===== src/pkg/cc_defines.svh =====
// Constants for the condition code logic: fields, codes and addresses.
//
// How it works
// - Only general ALU, transfer or wide-format microops load microflags, at cycle end.
// - Microflag N takes result bit 7, 15 or 31 by size.
// - Zero is cumulative: byte 7..0, word adds 15..8, long adds 31..16.
// - Microflag V is the size's sign-bit overflow indicator.
// - Microflag C takes carry out of bit 7, 15 or 31 by size.
// - Opcode flag class is captured at class decode and held.
// - Class 00 copies N, Z, V, C straight into status flags.
// - Classes 01 and 10 load inverted C; class 01 copies N, Z, V.
// - Class 11 holds status C and copies N and Z.
// - Class 10 loads status N with N xor V, Z directly.
// - Classes 11 and 10 clear status V on a copy.
// - Load select 00 byte, 01 word, 10 longword, 11 hold.
// - Flag field 00 holds microflags and status flags.
// - Flag field 01 captures longword indicators, no copy.
// - Flag field 10 captures indicators by operand size code, no copy.
// - Legacy mode with longword size makes field 10 capture word indicators.
// - Flag field 11 copies into status flags and holds microflags.
// - Other microops hold both flag sets.
// - All microflags and status C are skip conditions.
// - Transfer at address FE reads microflags onto D bus 3..0.
// - Transfer at address FD or FE writes microflags from Y bus 3..0.
// - ALU or transfer at 7F or FF reads or writes status flags.
// - Flag field sits in control store bits 6..5 and sets operand size.
// - Size code 00 byte, 01 word, 11 longword, 10 unused.
`ifndef CC_DEFINES_SVH
`define CC_DEFINES_SVH

// --------------------------------------------------------------------
// Microinstruction field and flag positions
// --------------------------------------------------------------------
`define CC_FIELD_HI 6
`define CC_FIELD_LO 5
`define FLAG_N 3
`define FLAG_Z 2
`define FLAG_V 1
`define FLAG_C 0
`define FLAGS_RESET 4'h0

// --------------------------------------------------------------------
// Codes
// --------------------------------------------------------------------
`define FIELD_NOP 2'h0
`define FIELD_LONG 2'h1
`define FIELD_SIZE 2'h2
`define FIELD_COPY 2'h3
`define SEL_BYTE 2'h0
`define SEL_WORD 2'h1
`define SEL_LONG 2'h2
`define SEL_HOLD 2'h3
`define SIZE_BYTE 2'h0
`define SIZE_WORD 2'h1
`define SIZE_LONG 2'h3
`define CLASS_ADD 2'h0
`define CLASS_SUB 2'h1
`define CLASS_CMP 2'h2
`define CLASS_LOGIC 2'h3

// --------------------------------------------------------------------
// Discrete register addresses
// --------------------------------------------------------------------
`define ADDR_MICRO_WR 8'hfd
`define ADDR_MICRO_RW 8'hfe
`define ADDR_STATUS_LO 8'h7f
`define ADDR_STATUS_HI 8'hff

`endif


===== src/pkg/cc_pkg.sv =====
// Types shared by the condition code logic.
package cc_pkg;
  typedef enum logic [2:0] {
    OP_GENERAL_ALU,
    OP_TRANSFER,
    OP_WIDE_FORMAT,
    OP_MEM_REQ,
    OP_DECODE,
    OP_JUMP,
    OP_MISC,
    OP_PORT
  } microop_t;
  typedef logic [3:0] flags_t;
  typedef logic [1:0] code_t;
endpackage


===== src/pkg/cc_sel_if.sv =====
// Carrier between the flag control and the indicator selector.
`timescale 1ns/1ps
interface cc_sel_if;
  cc_pkg::code_t loadSelect;
  logic [31:0] aluResult;
  logic [2:0] carryOut;
  logic [2:0] overflow;
  cc_pkg::flags_t picked;
  modport sel (
    input loadSelect, aluResult, carryOut, overflow,
    output picked
  );
  modport ctl (
    output loadSelect, aluResult, carryOut, overflow,
    input picked
  );
endinterface


===== src/verilog/cc_indicator_select.sv =====
// Picks the result indicators for the size named by the load select.
`timescale 1ns/1ps
`include "cc_defines.svh"
module cc_indicator_select (
  cc_sel_if.sel bus
);
  logic [2:0] sign;
  logic [2:0] zeroSlice;
  logic [2:0] zeroCum;

  // -------------------------------------------------------------------
  // Per-size indicators
  // -------------------------------------------------------------------
  // Slice i covers bits Lo..Hi; zero ANDs slice i with the slices below it.
  for (genvar i = 0; i < 3; i++) begin : g_size
    localparam int Hi = (8 << i) - 1;
    localparam int Lo = (i == 0) ? 0 : (4 << i);
    assign sign[i] = bus.aluResult[Hi];
    assign zeroSlice[i] = ~|bus.aluResult[Hi:Lo];
    assign zeroCum[i] = &zeroSlice[i:0];
  end

  // -------------------------------------------------------------------
  // Size choice
  // -------------------------------------------------------------------
  // Hold gives zeros; the caller does not load on hold anyway.
  always_comb begin
    bus.picked = `FLAGS_RESET;
    unique case (bus.loadSelect)
      `SEL_BYTE: bus.picked = {sign[0], zeroCum[0],
        bus.overflow[0], bus.carryOut[0]};
      `SEL_WORD: bus.picked = {sign[1], zeroCum[1],
        bus.overflow[1], bus.carryOut[1]};
      `SEL_LONG: bus.picked = {sign[2], zeroCum[2],
        bus.overflow[2], bus.carryOut[2]};
      `SEL_HOLD: bus.picked = `FLAGS_RESET;
    endcase
  end
endmodule


===== src/verilog/condition_code_logic.sv =====
// Microflags, status flags and their load and copy control.
//
// Added by the designer: the address map and the plain strobed port.
`timescale 1ns/1ps
`include "cc_defines.svh"
module condition_code_logic #(
  parameter int CswWidth = 16
) (
  input wire logic clk,
  input wire logic rst_n,
  input wire cc_pkg::microop_t microOp,
  input wire logic [CswWidth-1:0] controlStoreWord,
  input wire cc_pkg::code_t sizeCode,
  input wire logic legacyModeFlag,
  input wire logic classDecode,
  input wire cc_pkg::code_t opcodeClassIn,
  input wire logic [31:0] aluResult,
  input wire logic [2:0] carryOut,
  input wire logic [2:0] overflow,
  input wire logic [7:0] regAddr,
  input wire logic regWrite,
  input wire logic regRead,
  input wire logic [3:0] writeData,
  output logic [3:0] readData,
  output cc_pkg::flags_t statusFlags,
  output cc_pkg::code_t opcodeFlagClass,
  output logic skipMicroN,
  output logic skipMicroZ,
  output logic skipMicroV,
  output logic skipMicroC,
  output logic skipStatusC
);

  // -------------------------------------------------------------------
  // Decode helpers
  // -------------------------------------------------------------------
  // Operand size set by the flag field; legacy mode never goes long.
  function automatic cc_pkg::code_t dataTypeOf(
    input cc_pkg::code_t field,
    input cc_pkg::code_t size,
    input logic legacy
  );
    cc_pkg::code_t dt;
    dt = (field == `FIELD_NOP || field == `FIELD_LONG) ?
      `SIZE_LONG : size;
    if (legacy && dt == `SIZE_LONG) begin
      dt = `SIZE_WORD;
    end
    return dt;
  endfunction

  // Size code to load select; the unused code 10 holds the flags.
  function automatic cc_pkg::code_t selectOf(input cc_pkg::code_t dt);
    cc_pkg::code_t s;
    unique case (dt)
      `SIZE_BYTE: s = `SEL_BYTE;
      `SIZE_WORD: s = `SEL_WORD;
      `SIZE_LONG: s = `SEL_LONG;
      default: s = `SEL_HOLD;
    endcase
    return s;
  endfunction

  // New status flags from microflags for one opcode flag class.
  function automatic cc_pkg::flags_t copyOf(
    input cc_pkg::flags_t m,
    input cc_pkg::flags_t s,
    input cc_pkg::code_t cls
  );
    cc_pkg::flags_t r;
    r = m;
    unique case (cls)
      `CLASS_ADD: r = m;
      `CLASS_SUB: r[`FLAG_C] = ~m[`FLAG_C];
      `CLASS_CMP: begin
        r[`FLAG_N] = m[`FLAG_N] ^ m[`FLAG_V];
        r[`FLAG_V] = 1'b0;
        r[`FLAG_C] = ~m[`FLAG_C];
      end
      `CLASS_LOGIC: begin
        r[`FLAG_V] = 1'b0;
        r[`FLAG_C] = s[`FLAG_C];
      end
    endcase
    return r;
  endfunction

  // -------------------------------------------------------------------
  // Control decode
  // -------------------------------------------------------------------
  cc_pkg::flags_t microflags;
  cc_pkg::code_t ccField;
  cc_pkg::code_t dataType;
  cc_pkg::code_t loadSelect;
  logic isAluOp;
  logic microflagLoadSelectHi;
  logic microflagLoadSelectLo;
  logic statusFlagCopyEnable;
  logic microflagWriteStrobe;
  logic statusFlagWriteStrobe;
  logic microAddr;
  logic statusAddr;

  assign ccField = controlStoreWord[`CC_FIELD_HI:`CC_FIELD_LO];
  assign dataType = dataTypeOf(ccField, sizeCode, legacyModeFlag);
  assign isAluOp = microOp == cc_pkg::OP_GENERAL_ALU ||
    microOp == cc_pkg::OP_TRANSFER ||
    microOp == cc_pkg::OP_WIDE_FORMAT;

  // Memory, decode, jump, misc and port ops leave both sets alone.
  always_comb begin
    loadSelect = `SEL_HOLD;
    statusFlagCopyEnable = 1'b0;
    if (isAluOp) begin
      unique case (ccField)
        `FIELD_NOP: loadSelect = `SEL_HOLD;
        `FIELD_LONG: loadSelect = `SEL_LONG;
        `FIELD_SIZE: loadSelect = selectOf(dataType);
        `FIELD_COPY: begin
          loadSelect = `SEL_HOLD;
          statusFlagCopyEnable = 1'b1;
        end
      endcase
    end
  end

  assign microflagLoadSelectHi = loadSelect[1];
  assign microflagLoadSelectLo = loadSelect[0];

  // Discrete register address decode.
  assign microAddr = regAddr == `ADDR_MICRO_RW;
  assign statusAddr = regAddr == `ADDR_STATUS_LO ||
    regAddr == `ADDR_STATUS_HI;
  assign microflagWriteStrobe = regWrite &&
    microOp == cc_pkg::OP_TRANSFER &&
    (microAddr || regAddr == `ADDR_MICRO_WR);
  assign statusFlagWriteStrobe = regWrite && statusAddr &&
    (microOp == cc_pkg::OP_GENERAL_ALU ||
     microOp == cc_pkg::OP_TRANSFER);

  // -------------------------------------------------------------------
  // Indicator selection
  // -------------------------------------------------------------------
  cc_sel_if selBus ();

  assign selBus.loadSelect = {microflagLoadSelectHi,
    microflagLoadSelectLo};
  assign selBus.aluResult = aluResult;
  assign selBus.carryOut = carryOut;
  assign selBus.overflow = overflow;

  cc_indicator_select indicators (
    .bus(selBus.sel)
  );

  // -------------------------------------------------------------------
  // Flag registers
  // -------------------------------------------------------------------
  // A write from the Y bus wins over a load in the same microcycle,
  // so microcode forcing a value is never undone by its own field.
  always_ff @(posedge clk or negedge rst_n) begin
    if (!rst_n) begin
      microflags <= `FLAGS_RESET;
    end else if (microflagWriteStrobe) begin
      microflags <= writeData;
    end else if (loadSelect != `SEL_HOLD) begin
      microflags <= selBus.picked;
    end
  end

  // Status flags: Y bus write first, then the class-driven copy.
  always_ff @(posedge clk or negedge rst_n) begin
    if (!rst_n) begin
      statusFlags <= `FLAGS_RESET;
    end else if (statusFlagWriteStrobe) begin
      statusFlags <= writeData;
    end else if (statusFlagCopyEnable) begin
      statusFlags <= copyOf(microflags, statusFlags,
        opcodeFlagClass);
    end
  end

  // Class held from decode until the next instruction's decode.
  always_ff @(posedge clk or negedge rst_n) begin
    if (!rst_n) begin
      opcodeFlagClass <= `CLASS_ADD;
    end else if (classDecode) begin
      opcodeFlagClass <= opcodeClassIn;
    end
  end

  // -------------------------------------------------------------------
  // Register read port
  // -------------------------------------------------------------------
  // Read data stand for one cycle only; unmapped reads give zero.
  always_ff @(posedge clk or negedge rst_n) begin
    if (!rst_n) begin
      readData <= 4'h0;
    end else if (regRead && microAddr &&
                 microOp == cc_pkg::OP_TRANSFER) begin
      readData <= microflags;
    end else if (regRead && statusAddr &&
                 (microOp == cc_pkg::OP_GENERAL_ALU ||
                  microOp == cc_pkg::OP_TRANSFER)) begin
      readData <= statusFlags;
    end else begin
      readData <= 4'h0;
    end
  end

  // Skip conditions come straight off the flag flip-flops.
  assign skipMicroN = microflags[`FLAG_N];
  assign skipMicroZ = microflags[`FLAG_Z];
  assign skipMicroV = microflags[`FLAG_V];
  assign skipMicroC = microflags[`FLAG_C];
  assign skipStatusC = statusFlags[`FLAG_C];

  logic quiet;
  assign quiet = !microflagWriteStrobe && !statusFlagWriteStrobe;
endmodule


===== config.mk =====
export PLATFORM = sky130hd
export DESIGN_NAME = condition_code_logic
export DESIGN_NICKNAME = d
export VERILOG_FILES = /design/src/pkg/cc_pkg.sv /design/src/pkg/cc_sel_if.sv /design/src/verilog/cc_indicator_select.sv /design/src/verilog/condition_code_logic.sv
export VERILOG_INCLUDE_DIRS = /design/src /design/src/pkg
export SDC_FILE = /design/constraint.sdc
export NUM_CORES = 1
export LEC_CHECK = 0
export BUFFER_PORTS_ARGS = -buffer_cell sky130_fd_sc_hd__buf_2
export CORE_UTILIZATION = 30
export CTS_CLUSTER_SIZE = 10
export DETAILED_ROUTE_END_ITERATION = 10
export HOLD_SLACK_MARGIN = 0.15
export PLACE_DENSITY = 0.75
export SLEW_MARGIN = 20
export SYNTH_ARGS = -nofsm -noshare
export SYNTH_HDL_FRONTEND = slang
export SYNTH_SLANG_ARGS = --single-unit

===== constraint.sdc =====
create_clock -name clk -period 1.8 [get_ports clk]
set_input_delay 0.27 -clock clk [delete_from_list [all_inputs] [get_ports clk]]
set_output_delay 0.27 -clock clk [all_outputs]
set_load 0.01 [all_outputs]

==> results of run 1 <==
## sequential cells by signal (all words and copies together), names as in the netlist
signal	count
readData	4
opcodeFlagClass	2
microflags	4
statusFlags	4
## metrics by stage
step	cell area [µm²]	std cells	setup WS, ps
3_5_place_dp	1600	246	-267
2_1_floorplan	1050	109	-58.1
4_1_cts	1650	251	39.2
5_1_grt	1670	251	4.52
6_report	1670	251	61.7
3_3_place_gp	1600	246	-221
## what timing repair did
action	in CTS	in global routing
setup endpoints to repair	0	2
hold endpoints to repair	14	0
hold buffers	1	0
gates resized for setup	0	3
## cells in the final DEF (no fill, tap or decap), types with 3 or more instances in the layout
cell / count
buf_2: 79
buf_4: 16
dfrtp_1: 14
nor4_1: 10
a21oi_1: 7
inv_1: 6
nand2_1: 6
o21ai_0: 6
nor2_1: 5
mux2i_1: 5
ha_1: 5
a22o_1: 4
nand4_1: 4
o22ai_1: 3
clkbuf_4: 3
## critical path: stages
cell	delay, ps
buf_2	170
inv_12	40
ha_4	160
or3_4	320
o211a_1	150
or2_4	250
buf_4	150
mux2i_1	130
a221oi_2	300
## cell type report
type | count | area, µm² | share of cell area
multi-input combinational | 85 | 648 | 0.389
timing repair buffer | 96 | 526 | 0.316
sequential | 14 | 350 | 0.210
tap | 44 | 55.1 | 0.0331
inverter | 8 | 50.0 | 0.0301
clock buffer | 4 | 36.3 | 0.0218
## kinds of logic (layout without fill, tap and decap cells)
group | after synthesis | in the layout
simple gates | 36 | 36
compound gates | 33 | 33
flops | 14 | 14
buf+inv | 10 | 108
mux | 7 | 7
fa+ha+maj | 6 | 6
xor+xnor | 3 | 3
## metal layers
layer,wire (µm),global-route usage,share of wire,vias to the layer above
met5,0,0,0,-
met1,1260,0.199,0.43,547
met4,70,0.0731,0.024,0
met2,1460,0.314,0.50,45
met3,143,0.0238,0.049,6
li1,-,-,-,622
## worst max path at each step
stage,slack [ps],to,cells after the start,startpoint
after floorplan,-60,microflags[1],8,controlStoreWord[6]
final,60,microflags[3],9,controlStoreWord[6]
after CTS,40,microflags[3],9,controlStoreWord[6]
after detailed placement,-270,microflags[3],9,controlStoreWord[6]
after global routing,5,microflags[3],9,controlStoreWord[6]
after global placement,-220,microflags[3],9,controlStoreWord[6]
## power breakdown
part	total [mW]	leakage (nW)	internal, mW	switching, mW
registers	0.412	0.174	0.363	0.0489
logic	0.381	0.673	0.209	0.172
clock network	0.228	0.0210	0.123	0.105
total	1.02	0.869	0.695	0.326
==> flow_summary.json, run 1 <==
{
  "area_growth_pct": 63.3,
  "worstPathRequired_ps": 1990,
  "drtIter0Drc": 63,
  "synth.top_cells.by_count": "dfrtp_1, nor4_1, inv_1, a21oi_1",
  "grt_start_max_net_pins": 15,
  "seq_area_frac_synth": 0.344,
  "drt_pass1_iterations": 4,
  "io_pins": 94,
  "rsz0062_at_grt": "false",
  "initial_core_util": 0.326,
  "io_buffers": 79,
  "post-route-util": 0.532,
  "cts_inserted_buffers": 3,
  "clock_latency_ps": 280,
  "ff2ff_path_depth": 6,
  "hold_path_depth": 2,
  "maxCapViolCount": 0,
  "grt_overflow": 0,
  "synth_top_area_share": 0.344,
  "netlist_area_um2": 1020,
  "leakage_nw": 0.869,
  "num_rows": 20,
  "routedWlPerCell_um": 11.7,
  "avgSynthCellArea_um2": 9.36,
  "fin_setup_tns_ps": 0,
  "synth-simple-area-share": 0.210,
  "yosys-mux-area-fraction": 0.0748,
  "hold_ws_ps": 195,
  "worst_slew_pin_slew_ps": 447,
  "worstSetupPathType": "in2reg",
  "yosys_warnings": 0,
  "die_y_um": 60.3,
  "htree_num_levels": 1,
  "finalSetupViolations": 0,
  "place_hpwl_um": 2510,
  "gp_congestion": 0.846,
  "drive_gt1_frac": 0.527,
  "finalCritPeriodShare": 0.966,
  "nFillCells": 289,
  "synthAdderAreaFrac": 0.0736,
  "synthTopCellsByArea": "dfrtp_1, ha_1, nor4_1",
  "crit_arrival_ps": 1930,
  "r2r-end": "statusFlags[0]",
  "antenna_found_initial": 0,
  "relSlewSlack": 0.698,
  "yosys.cell_count.top_type": "dfrtp_1",
  "p_total_mw": 1.02,
  "die_x_um": 60.3,
  "crit_path_start_kind": "input pin",
  "root_buffer": "clkbuf_4",
  "nNetsFinal": 293,
  "synth_compound_area_frac": 0.225,
  "grtUsageTotal": 0.172,
  "hold_viol": 0,
  "ys_types": 37,
  "fmax_mhz": 575,
  "grt_pass1_vias": 1137,
  "end_kind": "register",
  "drv_slew": 0,
  "synth_nets": 194,
  "r2r_start": "opcodeFlagClass[0]",
  "synth_flop_cell": "dfrtp_1",
  "post_drt_via_cell_ratio": 4.86,
  "totalWireLength_um": 2940,
  "synth_top_family_by_area": "compound AO/OA/AOI/OAI gates",
  "syn_inst": 109,
  "synth_top_area_cell": "dfrtp_1",
  "synthArstFlopShare": 1.00,
  "cts.reportedPaths.clkPinSlew_ps": 80,
  "r2r_slack_ps": 510,
  "path_max_fanout": 4,
  "synth_xor_area_frac": 0.0258,
  "skew_ps": 0.619,
  "cts_num_sinks": 14,
  "vias": 1220,
  "worstHoldStart": "classDecode",
  "irDropWorstVdd_v": 0.000216,
  "pwr_density_cell_nw_per_um2": 614,
  "hp-class": "in2reg",
  "ys_ff_latch": 14,
  "drtAntennaViolNets": 0,
  "cts_tree": "done",
  "status": "completed",
  "core_um2": 3130,
  "min_to": "opcodeFlagClass[0]",
  "antennaDiodeCount": 0,
  "cts_buffer_depth": 2,
  "grt_pass1_wl_um": 4710,
  "min_period_ps": 1740,
  "fp.dieArea_um2": 3640,
  "synth-edff-count": 0,
  "route.detailed.drc": 0,
  "cts_setup_buffers": 0
}
Note: power is estimated with default switching activity, not from simulation.
==> run 2: changes to the inputs <==
--- a/config.mk
+++ b/config.mk
@@ -6,12 +6,13 @@
 export SDC_FILE = /design/constraint.sdc
 export NUM_CORES = 1
 export LEC_CHECK = 0
+export ABC_AREA = 1
 export BUFFER_PORTS_ARGS = -buffer_cell sky130_fd_sc_hd__buf_2
 export CORE_UTILIZATION = 30
 export CTS_CLUSTER_SIZE = 10
 export DETAILED_ROUTE_END_ITERATION = 10
 export HOLD_SLACK_MARGIN = 0.15
-export PLACE_DENSITY = 0.75
+export PLACE_DENSITY = 0.65
 export SLEW_MARGIN = 20
 export SYNTH_ARGS = -nofsm -noshare
 export SYNTH_HDL_FRONTEND = slang
==> run 2 against run 1 <==
Design area decreased by 2.7%; largest cell class unchanged; via count increased by 11%; sequential share of layout area increased by 0.58 points; clock power increased by 8.8%; highest routed layer unchanged.
==> flow_summary.json, run 2 <==
{
  "io_buffers": 79,
  "fp.dieArea_um2": 3990,
  "routedWlPerCell_um": 9.33,
  "cts_inserted_buffers": 3,
  "htree_num_levels": 1,
  "avgSynthCellArea_um2": 6.69,
  "skew_ps": 0.811,
  "placed_area_um2": 1570,
  "irDropWorstVdd_v": 0.000274,
  "relSlewSlack": 0.699,
  "area_growth_pct": 44.2,
  "end_kind": "register",
  "leakage_nw": 0.921,
  "synth-edff-count": 0,
  "status": "completed",
  "grt_overflow": 0,
  "crit_slowest_cell": "nor3_4",
  "synthTopCellsByArea": "dfrtp_1, nand2_1, nor2_1",
  "finalCritPeriodShare": 0.810,
  "final_common_cell": "buf_2",
  "place_hpwl_um": 2370,
  "crit_arrival_ps": 1630,
  "cts_setup_buffers": 0,
  "drtIter0Drc": 53,
  "grt_pass1_vias": 1233,
  "totalWireLength_um": 2760,
  "worstPathCellList": "buf_2 > inv_1 > ha_1 > nor2_2 > nand2_1 > nand3b_1 > nand2_2 > nand2_4 > nand2_4 > nor3_4 > nand2_1 > nand3_1",
  "netlist_area_um2": 1120,
  "finalSetupViolations": 0,
  "root_buffer": "clkbuf_8",
  "gp_congestion": 0.722,
  "syn_inst": 168,
  "worst_slew_pin_slew_ps": 448,
  "fin_setup_tns_ps": 0,
  "grt-busiest-layer": "met2",
  "vias": 1354,
  "grt_pass1_wl_um": 4770,
  "p_switching_uw": 318,
  "rsz0062_at_grt": "false",
  "final_area_um2": 1620,
  "reg_top3": "microflags (4), readData (4), statusFlags (4)",
  "seq_area_frac_synth": 0.312,
  "crit_path_start_kind": "input pin",
  "p_int_uw": 665,
  "core_um2": 3470,
  "grt_start_max_net_pins": 15,
  "drt_pass1_iterations": 4,
  "p_seq_frac": 0.405,
  "worstPathRequired_ps": 1980,
  "hp-class": "in2reg",
  "clkPwrFrac": 0.252,
  "worstSetupPathType": "in2reg",
  "hold_viol": 0,
  "use_met2": 0.272,
  "cts_tree": "done",
  "drtAntennaViolNets": 0,
  "synth_top_area_share": 0.312,
  "pwr_density_cell_nw_per_um2": 607,
  "path_max_fanout": 9,
  "use_met3": 0.0236,
  "fin_cells": 296,
  "switching_share": 0.324,
  "mostFrequentLayoutCells": "buf_2, nand2_1, nor2_1",
  "die_y_um": 63.2,
  "antenna_found_initial": 0,
  "synth_nets": 253,
  "num_rows": 21,
  "post_drt_via_cell_ratio": 4.57,
  "io_pins": 94,
  "hold_buffers": 1,
  "synth_top_area_cell": "dfrtp_1",
  "min_period_ps": 1460,
  "synth_flop_cell": "dfrtp_1",
  "drv_slew": 0,
  "slowest_delay_ps": 250,
  "r2r_slack_ps": 540,
  "nNetsFinal": 337,
  "antennaDiodeCount": 0,
  "yosys_warnings": 0,
  "grtUsageTotal": 0.147,
  "p_comb_frac": 0.342,
  "synthArstFlopShare": 1.00,
  "placed_cells": 292,
  "ys_ff_latch": 14,
  "initial_core_util": 0.324,
  "synth.top_cells.by_count": "nand2_1, nor2_1, inv_1, nand3_1, dfrtp_1",
  "cts_buffer_depth": 2,
  "yosys.cell_count.top_type": "nand2_1",
  "die_x_um": 63.2,
  "drive_gt1_frac": 0.372,
  "critPathTopFamily": "simple AND/OR/NAND/NOR gates",
  "cts_num_sinks": 14,
  "maxCapViolCount": 0,
  "cts.reportedPaths.clkPinSlew_ps": 50,
  "cp_num_buf_inv": 2,
  "route.detailed.drc": 0,
  "cts-resized-gates": 0,
  "grt_use_met1": 0.171,
  "ys_types": 23,
  "fmax_mhz": 686,
  "clock_latency_ps": 240
}
==> run 2: cell types whose count changed in the layout (fill, tap and decap cells not counted), moves of 4 or more <==
cell     previous run  this run
nor4_1             10         1
nand3_1             2        20
buf_4              16         0
mux2i_1             5         0
a22o_1              4         0
nand2_1             6        43
a21oi_1             7         1
inv_1               6        21
nor2_1              5        27
==> run 2: stage by stage <==
| step | setup slack [ps] | hold slack, ps | utilization | total power [mW] |
|---|---|---|---|---|
| 2_1_floorplan | 356 | -25.6 | - | 0.590 |
| 3_3_place_gp | 103 | 178 | 0.452 | 0.735 |
| 3_5_place_dp | 82.5 | 183 | 0.452 | 0.740 |
| 4_1_cts | 330 | 237 | 0.467 | 0.991 |
| 5_1_grt | 139 | 262 | 0.467 | 1.07 |
| 6_report | 343 | 234 | 0.467 | 0.984 |
==> run 2: final cells by class <==
type / count / area, µm²
Multi-Input combinational cell: 131 / 683
Clock buffer: 3 / 41.3
Fill cell: 398 / 1850
Inverter: 22 / 82.6
Tap cell: 46 / 57.6
Sequential cell: 14 / 350
Timing Repair Buffer: 80 / 405
==> run 2: final timing paths <==
path,cells after the start,start,end
min in group asynchronous,2,rst_n,readData[2]
min reg2reg,2,statusFlags[1],statusFlags[1]
min,3,opcodeClassIn[0],opcodeFlagClass[0]
max reg2reg,7,opcodeFlagClass[0],statusFlags[3]
max in group asynchronous,2,rst_n,opcodeFlagClass[1]
max,12,controlStoreWord[6],microflags[2]
==> run 2: power by group through the flow <==
stage | Sequential [mW] | Combinational, mW | Clock (mW)
after floorplan | 0.421 | 0.169 | 0
after global placement | 0.404 | 0.331 | 0
after detailed placement | 0.405 | 0.335 | 0
after CTS | 0.400 | 0.340 | 0.252
after global routing | 0.406 | 0.383 | 0.276
final | 0.399 | 0.337 | 0.248
==> run 2: kinds of logic after synthesis <==
logic type               synth area share
buffers and inverters              0.0802
multiplexers                       0.0100
XOR/XNOR                           0.0156
adder cells (fa/ha/maj)            0.0668
flip-flops                          0.312
AND/OR/NAND/NOR                     0.431
AO/OA/AOI/OAI                      0.0846
==> run 2: worst reg2reg max path: cells and delay by family (launching register included) <==
| kind | cells | cell delay [ps] |
|---|---|---|
| flip-flops | 1 | 360 |
| AO/OA/AOI/OAI | 2 | 220 |
| adder cells (fa/ha/maj) | 1 | 210 |
| XOR/XNOR | 1 | 140 |
| AND/OR/NAND/NOR | 2 | 130 |
| buffers and inverters | 1 | 60 |
==> run 2: routing by layer <==
layer	up-vias	wire, µm
li1	708	-
met5	-	0
met3	3	223
met1	577	1180
met2	66	1340
met4	0	15
==> run 3: changes to the inputs <==
--- a/config.mk
+++ b/config.mk
@@ -12,7 +12,7 @@
 export CTS_CLUSTER_SIZE = 10
 export DETAILED_ROUTE_END_ITERATION = 10
 export HOLD_SLACK_MARGIN = 0.15
-export PLACE_DENSITY = 0.65
+export PLACE_DENSITY = 0.68
 export SLEW_MARGIN = 20
 export SYNTH_ARGS = -nofsm -noshare
 export SYNTH_HDL_FRONTEND = slang
==> constraint.sdc (replaced) <==
create_clock -name clk -period 1.2 [get_ports clk]
set_input_delay 0.18 -clock clk [delete_from_list [all_inputs] [get_ports clk]]
set_output_delay 0.18 -clock clk [all_outputs]
set_load 0.01 [all_outputs]
==> run 3 against run 2 <==
The flow now finishes with violations (negative setup slack); sequential cell count unchanged; die area unchanged; largest power group is now combinational cells; critical path depth up 1; worst hold slack worse by 63 ps; sequential power up 51%; sequential share of layout area down 3.7 points; cell count up 6.8%; count of clock-buffer cells in the layout up 1; non-clock buffer count up 18.
==> flow_summary.json, run 3 (synthesis results as in run 2) <==
{
  "status": "complete, but fails checks",
  "violations": "negative setup slack",
  "antennaDiodeCount": 0,
  "worstSetupPathType": "in2reg",
  "die_y_um": 63.2,
  "crit_arrival_ps": 1370,
  "grt_pass1_vias": 1387,
  "crit_path_start_kind": "input pin",
  "wl_met1_um": 1480,
  "gp_congestion": 0.806,
  "cts_buffer_depth": 2,
  "io_buffers": 79,
  "post-route-util": 0.567,
  "grt_pass1_wl_um": 5750,
  "route.detailed.drc": 0,
  "wl_met2_um": 1790,
  "vias": 1441,
  "totalWireLength_um": 3470,
  "worst_slew_pin_slew_ps": 377,
  "finalCritPeriodShare": 1.03,
  "drive_gt1_frac": 0.515,
  "grt_start_max_net_pins": 15,
  "drtAntennaViolNets": 0,
  "worstPathCellList": "buf_12 > inv_12 > ha_4 > nor2_4 > nand2_2 > nand3b_1 > nand2_2 > nand2_4 > nand2_8 > nand3_4 > nand3_2 > nand2_2 > nand3_2",
  "critPathTopFamily": "simple AND/OR/NAND/NOR gates",
  "mostFrequentLayoutCells": "buf_2, nand2_1, nor2_1",
  "post_drt_via_cell_ratio": 4.56,
  "drtIter0Drc": 40,
  "maxCapViolCount": 0,
  "area_growth_pct": 74.9,
  "cts_num_sinks": 14,
  "drt_pass1_iterations": 4,
  "root_buffer": "clkbuf_8",
  "crit_slowest_cell": "ha_4",
  "place_hpwl_um": 2730,
  "hp-class": "in2reg",
  "grt_overflow": 0,
  "slowest_delay_ps": 160,
  "setup_slack_ps": -37.8,
  "cp_num_buf_inv": 2,
  "nNetsFinal": 356,
  "finalSetupViolations": 5,
  "num_rows": 21,
  "reg_top3": "microflags (4), readData (4), statusFlags (4)",
  "path_max_fanout": 6,
  "relSlewSlack": 0.748,
  "fmax_mhz": 808,
  "cpMostUsedCell": "nand2_2",
  "cts_inserted_buffers": 3,
  "cts.reportedPaths.clkPinSlew_ps": 50,
  "grtUsageTotal": 0.181,
  "rsz0062_at_grt": "true",
  "end_kind": "register",
  "initial_core_util": 0.324,
  "hold_viol": 0,
  "skew_ps": 2.53,
  "die_x_um": 63.2,
  "topRoutingLayerUsed": "met4",
  "io_pins": 94,
  "final_common_cell": "buf_2",
  "dp_slack_ps": -323,
  "core_um2": 3470,
  "wl_met3_um": 174,
  "routedWlPerCell_um": 11.0,
  "leakage_nw": 1.06,
  "irDropWorstVdd_v": 0.000464,
  "clock_latency_ps": 250,
  "drv_slew": 0,
  "worstPathRequired_ps": 1330,
  "htree_num_levels": 1,
  "pwr_density_cell_nw_per_um2": 864,
  "cts_tree": "done",
  "min_period_ps": 1240,
  "antenna_found_initial": 0,
  "fp.dieArea_um2": 3990
}
## run 3: changes by cell type in the layout (fill, tap and decap cells not counted), sizes merged
cell and change:
buf +18, nand2 +1, clkbuf +1
## run 3: report_power, final
group	switching [mW]	internal, mW
Combinational	0.328	0.312
Sequential	0.0643	0.539
Clock	0.165	0.291
## run 3: worst paths after layout
| check | start | endpoint | slack, ps | cells after the start |
|---|---|---|---|---|
| max | controlStoreWord[6] | microflags[3] | -40 | 13 |
| min | opcodeClassIn[1] | opcodeFlagClass[1] | 170 | 2 |
| max reg2reg | opcodeFlagClass[1] | statusFlags[0] | -10 | 5 |
| min reg2reg | statusFlags[1] | statusFlags[1] | 500 | 2 |
| max in group asynchronous | rst_n | opcodeFlagClass[1] | 590 | 2 |
| min in group asynchronous | rst_n | readData[2] | 350 | 2 |
## run 3: through the flow
step                      hold WS [ps]  TNS [ps]  std cells  cell area, µm²  power [mW]
after global placement            88.3     -1260        309            1790        1.17
after global routing               177      -405        316            1970        1.81
after CTS                          166         0        314            1880        1.66
final                              171     -80.0        316            1970        1.70
after detailed placement          93.9     -1380        309            1790        1.18
after floorplan                   -116      -241        168            1210       0.907
## run 3: timing repair
action,4_1_cts,5_1_grt
pin swaps,3,14
hold endpoints to repair,14,0
setup buffers,0,1
endpoints found under the setup margin,6,7
hold buffers,1,0
cloned,0,1
resized for setup,7,19
## run 3: metal layers
metal | up-vias | track usage
met5 | - | 0
met4 | 0 | 0.0511
met3 | 2 | 0.0362
met2 | 46 | 0.341
met1 | 642 | 0.203
li1 | 751 | -
## run 3: worst reg2reg max path: cells and delay by family, from the launching register on
family          cells  cell delay (ps)
simple gates        1               70
fa+ha+maj           1              280
xor+xnor            1              130
flops               1              440
compound gates      2              170
## run 3: final cells by class
cell class	count	area, µm²
Clock buffer	4	55.1
Fill cell	350	1500
Inverter	22	105
Multi-Input combinational cell	132	835
Sequential cell	14	352
Tap cell	46	57.6
Timing Repair Buffer	98	562
